[config.mk]
export PLATFORM = sky130hd
export DESIGN_NAME = tbm_byte_master
export DESIGN_NICKNAME = d
export VERILOG_FILES = /design/src/rtl/tbm_pkg.sv /design/src/rtl/tbm_byte_master.sv /design/src/rtl/tbm_sync.sv /design/src/rtl/tbm_clkgen.sv
export VERILOG_INCLUDE_DIRS = /design/src /design/src/rtl
export SDC_FILE = /design/constraint.sdc
export NUM_CORES = 1
export LEC_CHECK = 0
export BUFFER_PORTS_ARGS = -buffer_cell sky130_fd_sc_hd__buf_4
export CAP_MARGIN = 30
export CORE_MARGIN = 2
export CORE_UTILIZATION = 27
export CTS_BUF_LIST = sky130_fd_sc_hd__clkbuf_8
export DETAILED_ROUTE_END_ITERATION = 8
export GPL_ROUTABILITY_DRIVEN = 0
export SYNTH_ARGS = -nofsm -noshare
export SYNTH_HDL_FRONTEND = slang
export SYNTH_SLANG_ARGS = --single-unit
[constraint.sdc]
create_clock -name mclk_i -period 4 [get_ports mclk_i]
set_input_delay 0.8 -clock mclk_i [delete_from_list [all_inputs] [get_ports mclk_i]]
set_output_delay 0.8 -clock mclk_i [all_outputs]
set_load 0.005 [all_outputs]
[src/rtl/tbm_map.svh]
// Constants of the two-wire byte master: counts, reset levels, positions.
// Assumes inclusion by bare name from the design files; definitions only.
`ifndef TBM_MAP_SVH
`define TBM_MAP_SVH

`define TBM_BYTE_W        8
`define TBM_BIT_LAST      3'h7
`define TBM_MSB_POS       7
`define TBM_PRESCALE_W    16
`define TBM_LINE_IDLE     2'h3
`define TBM_SCL_POS       0
`define TBM_SDA_POS       1
`define TBM_BYTE_RST      8'h00

`endif

[src/rtl/tbm_pkg.sv]
// Types shared by the two-wire byte master design files.
// Assumes nothing beyond a SystemVerilog compiler.
package tbm_pkg;

  typedef enum logic [2:0] {
    BC_NOP,
    BC_START,
    BC_STOP,
    BC_READ,
    BC_WRITE
  } tbm_bit_cmd_t;

  typedef enum logic [4:0] {
    BS_IDLE,
    BS_STA_A, BS_STA_B, BS_STA_C, BS_STA_D,
    BS_STO_A, BS_STO_B, BS_STO_C,
    BS_RD_A,  BS_RD_B,  BS_RD_C,  BS_RD_D,
    BS_WR_A,  BS_WR_B,  BS_WR_C,  BS_WR_D
  } tbm_bit_state_t;

  typedef enum logic [2:0] {
    YS_IDLE,
    YS_START,
    YS_WRITE,
    YS_READ,
    YS_ACK,
    YS_STOP
  } tbm_byte_state_t;

endpackage : tbm_pkg

[src/rtl/tbm_byte_master.sv]
// Two-wire byte master: byte sequencer, bit sequencer, shift register.
// Assumes open-drain pads outside and command strobes from the same clock.
`timescale 1ns/10ps
`include "tbm_map.svh"

// Contract
// Bytes are eight bits, most significant bit first.
// One clock pulse on the clock line per data bit.
// Ninth clock carries the acknowledge, driven by the receiver.
// Data line changes only while clock line is low.
// Start is data falling with clock high, on idle or owned bus.
// Stop is data rising while clock is held high.
// Begin request with read or send issues start first.
// Repeated start is issued while still owning the bus.
// First byte after start holds seven-bit address and direction.
// Address goes out as an ordinary byte write from transmit holding.
// Software sends ten-bit addresses as two address bytes.
// Active flag during transfer; at end clear, flag event, interrupt.
// Receive holding register is loaded when the event flag sets; the code loads it at the end of the ack slot, before any requested stop.
// Software waits for the active flag to clear first.
// Clock line fall restarts own low period, held low meanwhile.
// Slave holding clock low stalls the controller as wait states.
// Enable pulse at four times serial clock, stretch aware.
// Byte sequencer turns command bits into ordered bit operations.
// A byte read issues eight bit-read operations.
// Bit operations run idle then A to D; stop idle, A to C.
// Shift register collects read bits, loads transmit byte to send.
// Slave releases data after master no-acknowledge.
// Unrequested stop or data low while driving high is lost contention.
// Acknowledge slot low when ack bit zero, high when one.
// Peer acknowledge flag is one on no-acknowledge, zero on acknowledge.
module tbm_byte_master (
  input  wire logic                       mclk_i,
  input  wire logic                       rstn_i,
  input  wire logic                       enable_i,
  input  wire logic                       event_signal_enable_i,
  input  wire logic [`TBM_PRESCALE_W-1:0] prescale_i,
  input  wire logic                       cmd_valid_i,
  input  wire logic                       begin_condition_request_i,
  input  wire logic                       end_condition_request_i,
  input  wire logic                       read_request_i,
  input  wire logic                       send_request_i,
  input  wire logic                       ack_cmd_i,
  input  wire logic [`TBM_BYTE_W-1:0]     transmit_holding_register_i,
  input  wire logic                       event_clear_i,
  input  wire logic                       scl_i,
  output logic                            scl_o,
  output logic                            scl_oe_o,
  input  wire logic                       sda_i,
  output logic                            sda_o,
  output logic                            sda_oe_o,
  output logic [`TBM_BYTE_W-1:0]          receive_holding_register_o,
  output logic                            peer_acknowledge_flag_o,
  output logic                            lost_contention_flag_o,
  output logic                            transfer_active_flag_o,
  output logic                            event_pending_o,
  output logic                            bus_busy_o,
  output logic                            irq_o
);
  import tbm_pkg::*;

  // Synchronised lines and their history
  logic [1:0] line_s;
  logic       scl_prev;
  logic       sda_prev;
  wire        scl_s = line_s[`TBM_SCL_POS];
  wire        sda_s = line_s[`TBM_SDA_POS];

  // Bit sequencer state
  tbm_bit_state_t bs;
  tbm_bit_state_t next_bs;
  logic           scl_rel;
  logic           sda_rel;
  logic           next_scl_rel;
  logic           next_sda_rel;
  logic           bit_rx;
  logic           bit_done;
  logic           clk_en;

  // Byte sequencer state
  tbm_byte_state_t ys;
  tbm_byte_state_t next_ys;
  logic [2:0]      cnt;
  logic [2:0]      next_cnt;
  logic [`TBM_BYTE_W-1:0] sr;
  logic [`TBM_BYTE_W-1:0] next_sr;
  logic [`TBM_BYTE_W-1:0] next_rhr;
  logic            next_pack;
  logic            bit_go;
  tbm_bit_cmd_t    bit_cmd;
  logic            fin;

  // Latched command bits
  logic            cmd_pend;
  logic            c_begin;
  logic            c_end;
  logic            c_rd;
  logic            c_wr;
  // A write is the fallback whenever send was requested without read
  wire             sr_load_only = c_wr;
  logic            c_ack;
  logic [`TBM_BYTE_W-1:0] c_txr;

  tbm_sync u_sync (
    .mclk_i (mclk_i),
    .rstn_i (rstn_i),
    .line_i ({sda_i, scl_i}),
    .line_o (line_s)
  );

  // Released clock seen low means someone else is holding it
  wire stretch   = scl_rel & ~scl_s;
  wire scl_fall  = scl_prev & ~scl_s;
  wire other_low = scl_fall & scl_rel & (bs != BS_IDLE);

  tbm_clkgen u_clkgen (
    .mclk_i     (mclk_i),
    .rstn_i     (rstn_i),
    .enable_i   (enable_i),
    .prescale_i (prescale_i),
    .hold_i     (stretch),
    .restart_i  (other_low),
    .clk_en_o   (clk_en)
  );

  // Bus condition detectors on the synchronised lines
  wire start_det = scl_s & scl_prev & sda_prev & ~sda_s;
  wire stop_det  = scl_s & scl_prev & ~sda_prev & sda_s;
  wire own_stop  = (bs == BS_STO_B) | (bs == BS_STO_C) | (bs == BS_IDLE);

  // Contention: released data read low during clock high, or foreign stop
  wire lost_drive = clk_en & (bs == BS_WR_C) & sda_rel & ~sda_s;
  wire lost_stop  = stop_det & transfer_active_flag_o &
                    ~((bs == BS_STO_C) | (ys == YS_STOP && own_stop));
  wire lost       = lost_drive | lost_stop;

  // Ack slot carries the ack command bit, data bits the shift MSB
  wire bit_tx = (ys == YS_ACK) ? c_ack : sr[`TBM_MSB_POS];
  wire start_job = cmd_pend & enable_i & (ys == YS_IDLE);
  wire cmd_take  = cmd_valid_i & ~transfer_active_flag_o & ~cmd_pend &
                   (read_request_i | send_request_i |
                    end_condition_request_i);

  // Last phase of any operation; kept apart from the phase logic
  // so the next command cannot loop back through it
  assign bit_done = clk_en & ((bs == BS_STA_D) | (bs == BS_STO_C) |
                              (bs == BS_RD_D)  | (bs == BS_WR_D));

  // Bit sequencer: levels of each phase apply on its enable pulse
  always_comb begin
    next_bs      = bs;
    next_scl_rel = scl_rel;
    next_sda_rel = sda_rel;
    if (lost) begin
      next_bs      = BS_IDLE;
      next_scl_rel = 1'b1;
      next_sda_rel = 1'b1;
    end else begin
      if (clk_en) begin
      unique case (bs)
        BS_IDLE: begin
          next_bs = BS_IDLE;
        end
        // Clock left as found: low means a repeated start
        BS_STA_A: begin
          next_sda_rel = 1'b1;
          next_bs      = BS_STA_B;
        end
        BS_STA_B: begin
          next_scl_rel = 1'b1;
          next_sda_rel = 1'b1;
          next_bs      = BS_STA_C;
        end
        BS_STA_C: begin
          next_sda_rel = 1'b0;
          next_bs      = BS_STA_D;
        end
        BS_STA_D: begin
          next_scl_rel = 1'b0;
          next_bs      = BS_IDLE;
        end
        BS_STO_A: begin
          next_scl_rel = 1'b0;
          next_sda_rel = 1'b0;
          next_bs      = BS_STO_B;
        end
        BS_STO_B: begin
          next_scl_rel = 1'b1;
          next_bs      = BS_STO_C;
        end
        BS_STO_C: begin
          next_sda_rel = 1'b1;
          next_bs      = BS_IDLE;
        end
        BS_RD_A: begin
          next_scl_rel = 1'b0;
          next_sda_rel = 1'b1;
          next_bs      = BS_RD_B;
        end
        BS_RD_B: begin
          next_scl_rel = 1'b1;
          next_bs      = BS_RD_C;
        end
        BS_RD_C: begin
          next_bs      = BS_RD_D;
        end
        BS_RD_D: begin
          next_scl_rel = 1'b0;
          next_bs      = BS_IDLE;
        end
        BS_WR_A: begin
          next_scl_rel = 1'b0;
          next_sda_rel = bit_tx;
          next_bs      = BS_WR_B;
        end
        BS_WR_B: begin
          next_scl_rel = 1'b1;
          next_bs      = BS_WR_C;
        end
        BS_WR_C: begin
          next_bs      = BS_WR_D;
        end
        BS_WR_D: begin
          next_scl_rel = 1'b0;
          next_bs      = BS_IDLE;
        end
      endcase
      end
      // A new operation starts in the cycle of the last phase
      if (bit_go) begin
        unique case (bit_cmd)
          BC_START: next_bs = BS_STA_A;
          BC_STOP:  next_bs = BS_STO_A;
          BC_READ:  next_bs = BS_RD_A;
          BC_WRITE: next_bs = BS_WR_A;
          default:  next_bs = BS_IDLE;
        endcase
      end
    end
  end

  // Byte sequencer: commands become ordered bit operations
  always_comb begin
    next_ys   = ys;
    next_cnt  = cnt;
    next_sr   = sr;
    next_rhr  = receive_holding_register_o;
    next_pack = peer_acknowledge_flag_o;
    bit_go    = 1'b0;
    bit_cmd   = BC_NOP;
    fin       = 1'b0;
    if (lost) begin
      next_ys = YS_IDLE;
    end else begin
      unique case (ys)
        YS_IDLE: begin
          if (start_job) begin
            bit_go = 1'b1;
            if (c_begin) begin
              bit_cmd = BC_START;
              next_ys = YS_START;
            end else if (c_rd) begin
              bit_cmd  = BC_READ;
              next_ys  = YS_READ;
              next_cnt = `TBM_BIT_LAST;
            end else if (cmd_pend & ~c_end | sr_load_only) begin
              bit_cmd  = BC_WRITE;
              next_ys  = YS_WRITE;
              next_sr  = c_txr;
              next_cnt = `TBM_BIT_LAST;
            end else begin
              bit_cmd = BC_STOP;
              next_ys = YS_STOP;
            end
          end
        end
        YS_START: begin
          if (bit_done) begin
            bit_go   = 1'b1;
            next_cnt = `TBM_BIT_LAST;
            if (c_rd) begin
              bit_cmd = BC_READ;
              next_ys = YS_READ;
            end else begin
              bit_cmd = BC_WRITE;
              next_ys = YS_WRITE;
              next_sr = c_txr;
            end
          end
        end
        YS_WRITE, YS_READ: begin
          if (bit_done) begin
            bit_go  = 1'b1;
            next_sr = {sr[`TBM_MSB_POS-1:0],
                       (ys == YS_READ) & bit_rx};
            if (cnt == '0) begin
              next_ys = YS_ACK;
              bit_cmd = (ys == YS_READ) ? BC_WRITE : BC_READ;
            end else begin
              next_cnt = cnt - 3'h1;
              bit_cmd  = (ys == YS_READ) ? BC_READ : BC_WRITE;
            end
          end
        end
        YS_ACK: begin
          if (bit_done) begin
            if (c_rd) begin
              next_rhr = sr;
            end else begin
              next_pack = bit_rx;
            end
            if (c_end) begin
              bit_go  = 1'b1;
              bit_cmd = BC_STOP;
              next_ys = YS_STOP;
            end else begin
              fin     = 1'b1;
              next_ys = YS_IDLE;
            end
          end
        end
        YS_STOP: begin
          if (bit_done) begin
            fin     = 1'b1;
            next_ys = YS_IDLE;
          end
        end
        default: next_ys = YS_IDLE;
      endcase
    end
  end

  always_ff @(posedge mclk_i or negedge rstn_i) begin
    if (!rstn_i) begin
      scl_prev <= 1'b1;
      sda_prev <= 1'b1;
      bs       <= BS_IDLE;
      scl_rel  <= 1'b1;
      sda_rel  <= 1'b1;
      bit_rx   <= 1'b1;
    end else begin
      scl_prev <= scl_s;
      sda_prev <= sda_s;
      bs       <= next_bs;
      scl_rel  <= next_scl_rel;
      sda_rel  <= next_sda_rel;
      if (clk_en && (bs == BS_RD_C || bs == BS_WR_C)) begin
        bit_rx <= sda_s;
      end
    end
  end

  always_ff @(posedge mclk_i or negedge rstn_i) begin
    if (!rstn_i) begin
      ys                         <= YS_IDLE;
      cnt                        <= '0;
      sr                         <= `TBM_BYTE_RST;
      receive_holding_register_o <= `TBM_BYTE_RST;
      peer_acknowledge_flag_o    <= 1'b0;
    end else begin
      ys                         <= next_ys;
      cnt                        <= next_cnt;
      sr                         <= next_sr;
      receive_holding_register_o <= next_rhr;
      peer_acknowledge_flag_o    <= next_pack;
    end
  end

  // Command latch; request bits drop automatically when the job ends, the ack bit is kept
  always_ff @(posedge mclk_i or negedge rstn_i) begin
    if (!rstn_i) begin
      cmd_pend <= 1'b0;
      c_begin  <= 1'b0;
      c_end    <= 1'b0;
      c_rd     <= 1'b0;
      c_wr     <= 1'b0;
      c_ack    <= 1'b0;
      c_txr    <= `TBM_BYTE_RST;
    end else if (cmd_take) begin
      cmd_pend <= 1'b1;
      c_begin  <= begin_condition_request_i;
      c_end    <= end_condition_request_i;
      c_rd     <= read_request_i;
      c_wr     <= send_request_i & ~read_request_i;
      c_ack    <= ack_cmd_i;
      c_txr    <= transmit_holding_register_i;
    end else if (start_job) begin
      cmd_pend <= 1'b0;
    end else if (fin | lost) begin
      c_begin  <= 1'b0;
      c_end    <= 1'b0;
      c_rd     <= 1'b0;
      c_wr     <= 1'b0;
    end
  end

  // Status flags; a set in the clearing cycle wins, except on the active flag where the clear wins
  always_ff @(posedge mclk_i or negedge rstn_i) begin
    if (!rstn_i) begin
      transfer_active_flag_o <= 1'b0;
      event_pending_o        <= 1'b0;
      lost_contention_flag_o <= 1'b0;
      bus_busy_o             <= 1'b0;
      irq_o                  <= 1'b0;
    end else begin
      transfer_active_flag_o <= (transfer_active_flag_o | cmd_take) &
                                ~(fin | lost);
      event_pending_o        <= (fin | lost) |
                                (event_pending_o & ~event_clear_i);
      lost_contention_flag_o <= lost |
                                (lost_contention_flag_o & ~cmd_take);
      bus_busy_o             <= start_det | (bus_busy_o & ~stop_det);
      irq_o                  <= event_pending_o & event_signal_enable_i;
    end
  end

  // Open-drain pads: the enable pulls the line low, the level is always 0
  always_ff @(posedge mclk_i or negedge rstn_i) begin
    if (!rstn_i) begin
      scl_o    <= 1'b0;
      sda_o    <= 1'b0;
      scl_oe_o <= 1'b0;
      sda_oe_o <= 1'b0;
    end else begin
      scl_o    <= 1'b0;
      sda_o    <= 1'b0;
      scl_oe_o <= ~next_scl_rel;
      sda_oe_o <= ~next_sda_rel;
    end
  end

endmodule : tbm_byte_master

[src/rtl/tbm_sync.sv]
// Three-stage input synchroniser for the two bus lines.
// Assumes asynchronous line levels; output moves once stages two and three agree.
`timescale 1ns/10ps
`include "tbm_map.svh"

module tbm_sync (
  input  wire logic       mclk_i,
  input  wire logic       rstn_i,
  input  wire logic [1:0] line_i,
  output logic      [1:0] line_o
);
  import tbm_pkg::*;

  logic [1:0] stage1;
  logic [1:0] stage2;
  logic [1:0] stage3;

  genvar g;
  generate
    for (g = 0; g < 2; g++) begin : g_line
      always_ff @(posedge mclk_i or negedge rstn_i) begin
        if (!rstn_i) begin
          stage1[g] <= 1'b1;
          stage2[g] <= 1'b1;
          stage3[g] <= 1'b1;
          line_o[g] <= 1'b1;
        end else begin
          stage1[g] <= line_i[g];
          stage2[g] <= stage1[g];
          stage3[g] <= stage2[g];
          // Only an agreed level is passed on, so one-cycle glitches die here
          if (stage2[g] == stage3[g]) begin
            line_o[g] <= stage3[g];
          end
        end
      end
    end
  endgenerate

endmodule : tbm_sync

[src/rtl/tbm_clkgen.sv]
// Quarter-bit clock enable generator with clock-stretch hold.
// Assumes synchronised line levels and a prescale held steady while enabled.
`timescale 1ns/10ps
`include "tbm_map.svh"

module tbm_clkgen (
  input  wire logic                       mclk_i,
  input  wire logic                       rstn_i,
  input  wire logic                       enable_i,
  input  wire logic [`TBM_PRESCALE_W-1:0] prescale_i,
  input  wire logic                       hold_i,
  input  wire logic                       restart_i,
  output logic                            clk_en_o
);
  import tbm_pkg::*;

  logic [`TBM_PRESCALE_W-1:0] cnt;

  wire cnt_zero = (cnt == '0);
  wire reload   = cnt_zero | ~enable_i | restart_i;

  always_ff @(posedge mclk_i or negedge rstn_i) begin
    if (!rstn_i) begin
      cnt      <= '0;
      clk_en_o <= 1'b0;
    end else if (hold_i & ~restart_i) begin
      cnt      <= cnt;
      clk_en_o <= 1'b0;
    end else begin
      cnt      <= reload ? prescale_i : cnt - 1'b1;
      clk_en_o <= enable_i & (cnt_zero | restart_i);
    end
  end

endmodule : tbm_clkgen

==> impl_metrics.py <==
metrics = {
    "outcome": {
        "status": "complete, no violations",
    },
    "timing": {
        "relSlewSlack_pct": 35.11,
        "slew_violations": 0,
        "min_period_over_period_pct": 66.34,
        "setup_viol": 0,
        "max_freq_mhz": 376.9,
        "finalHoldViolations": 0,
        "fin_ws_ns": 1.347,
        "tns_ns": 0,
        "finClkSkew_ns": 0.009916,
        "rsz0062_at_grt": "no",
        "fin_hold_ws_ns": 0.3512,
        "finalCriticalPeriod_ns": 2.653,
        "tightest_slew_ns": 0.9675,
    },
    "floorplan": {
        "rows": 45,
        "die_y_um": 129.0,
        "die-width_um": 129.0,
        "io_pins": 55,
        "start_util_pct": 27.66,
        "core_area_sq_um": 15260,
        "dieArea_sq_um": 16650,
    },
    "worst_setup_path": {
        "cp_data_required_time_ns": 4.24,
        "cp-end-kind": "flip-flop",
        "worst-r2r-setup-slack_ns": 1.35,
        "path_class": "reg -> reg",
        "path_max_fanout": 26,
        "reg2reg_depth": 5,
        "crit_arrival_ns": 2.89,
        "startpoint_type": "flip-flop",
        "crit-reg2reg-launch": "u_clkgen.cnt[9]$_DFFE_PN0N_",
        "r2r-end": "u_clkgen.cnt[12]$_DFFE_PN0N_",
    },
    "synth": {
        "yosysMostFrequentCell": "nand2_1",
        "synth.distinct_cells": 68,
        "yosys-top-cells-count": "nand2_1, dfrtp_1, nor2_1",
        "yosys.area.top_type_share_pct": 38.54,
        "avgSynthCellArea_sq_um": 9.441,
        "syn_area_sq_um": 4220,
        "synthArstFlopShare_pct": 100.0,
        "yosysTopAreaCell": "dfrtp_1",
        "synthTopCellsByArea": "dfrtp_1, dfstp_2, nand2_1",
        "synth_seq_area_share_pct": 46.64,
        "synth.yosys.warnings": 0,
        "synth_flop_cell": "dfrtp_1",
        "synth-edff-count": 0,
        "synthCells": 447,
        "ys_seq_elements": 78,
    },
    "global_route": {
        "grt_use_total_pct": 12.41,
        "grt_overflow_total": 0,
        "grt_pass1_wl_mm": 16.44,
        "grt_pass1_vias": 3345,
        "grt_max_degree": 53,
        "antenna_found_initial": 0,
    },
    "worst_hold_path": {
        "min_path_type": "in -> async",
    },
    "route": {
        "vias": 3567,
        "route.detailed.drc": 0,
        "avgRoutedWirePerCell_um": 14.36,
        "ant_nets": 0,
        "drt-total-wl_mm": 10.08,
        "viasPerCell": 5.081,
        "drt-pass1-iter-count": 5,
        "drt_iter0_markers": 185,
    },
    "pwr": {
        "cellPowerDensity_nw_per_um2": 638.0,
        "ir_worst_vdd_mv": 0.1887,
        "cellLeakagePower_uw": 0.002140,
    },
    "placement": {
        "io_buffers": 52,
        "dp_hpwl_mm": 7.227,
        "place_ws_ns": 1.363,
    },
    "clocking": {
        "cts.sinks": 78,
        "clk_path_buf_depth": 2,
        "insertion_delay_ns": 0.36,
        "cts_tree": "yes",
        "numCtsBuffers": 9,
        "cts_setup_buffers": 0,
        "cts_root_buffer": "clkbuf_8",
        "clkTransAtPathRegs_ns": 0.08,
        "cts_hold_buf": 0,
        "post_cts_resized": 0,
        "htree_levels": 3,
    },
    "final_layout": {
        "diodes": 0,
        "drive_above_1_share_pct": 23.42,
        "syn_to_final_growth_pct": 18.35,
        "n_fill_cell": 1593,
        "fin_nets": 527,
    },
    "flow_run": {
        "drv_cap": 0,
    },
}
-- flip-flops by register name, summed over array words and instances (netlist names), 2 cells and up --
signal / cells
u_clkgen.cnt: 16
c_txr: 8
receive_holding_register_o: 8
sr: 8
bs: 4
cnt: 3
ys: 3
u_sync.line_o: 2
u_sync.stage1: 2
u_sync.stage2: 2
u_sync.stage3: 2
-- per-stage QoR --
| stage | total power [uW] | instances | util [%] | cell area [sq um] |
|---|---|---|---|---|
| 2_1_floorplan | 2253 | 448 | - | 4224 |
| 3_5_place_dp | 2601 | 686 | 31.45 | 4798 |
| 6_report | 3186 | 702 | 32.73 | 4995 |
| 3_3_place_gp | 2551 | 685 | 31.27 | 4771 |
| 4_1_cts | 3209 | 702 | 32.73 | 4995 |
| 5_1_grt | 3452 | 702 | 32.73 | 4995 |
-- worst max-delay path, cell delays in order (launching register included) --
cell and delay (ns):
dfrtp_1 0.43, or3_1 0.42, or4_1 0.47, o21ai_2 0.77, o31ai_1 0.15, a311o_1 0.30
-- metal layers --
metal / wire (um) / vias up / track usage [%]
li1: - / 1694 / -
met3: 445 / 10 / 2.808
met2: 4817 / 107 / 19.48
met1: 4663 / 1756 / 16.68
met5: 0 / - / 0
met4: 154 / 0 / 4.987
-- layout make-up --
cell class	count	area, sq um	area share, %
Clock inverter	7	72.57	1.453
Timing Repair Buffer	54	425.4	8.517
Multi-Input combinational cell	329	2088	41.81
Sequential cell	78	1968	39.40
Clock buffer	9	123.9	2.480
Tap cell	211	264.0	5.286
Inverter	14	52.55	1.052
-- report_power, final --
part	switching [uW]	leakage [uW]	internal (uW)
logic	637	0.00109	520
registers	364	0.000949	1070
clock network	304	0.0000976	290
-- kinds of logic after synthesis --
group           after synthesis  share of synthesized area, %
compound gates               88                         14.97
xor+xnor                      4                        0.8303
fa+ha+maj                     6                         1.660
buf+inv                      41                         4.091
flops                        78                         46.64
mux                          25                         6.523
other cells                   1                       0.08886
simple gates                204                         25.20
-- worst max-delay path by stage --
stage	slack, ns	to	startpoint
after detailed placement	1.36	receive_holding_register_o[4]$_DFFE_PN0P_	ys[2]$_DFFE_PN0P_
after global placement	1.40	receive_holding_register_o[4]$_DFFE_PN0P_	ys[2]$_DFFE_PN0P_
after floorplan	1.81	receive_holding_register_o[0]$_DFFE_PN0P_	bs[1]$_DFFE_PN0P_
after CTS	1.37	receive_holding_register_o[5]$_DFFE_PN0P_	ys[2]$_DFFE_PN0P_
after global routing	1.23	receive_holding_register_o[5]$_DFFE_PN0P_	ys[2]$_DFFE_PN0P_
final	1.35	u_clkgen.cnt[12]$_DFFE_PN0N_	u_clkgen.cnt[9]$_DFFE_PN0N_
-- placed cells by master, fill, tap and decap left out, drive strengths merged, types with 6 or more instances in the layout --
cell / instances
buf: 54
o21ai: 22
nand4: 7
nand2: 87
nor3: 7
inv: 15
clkbuf: 9
dfrtp: 65
a21oi: 10
nor2: 22
nand3: 21
nor4: 6
nand2b: 8
dfstp: 13
or4: 8
mux2: 20
Note: power is estimated with default switching activity, not from simulation.
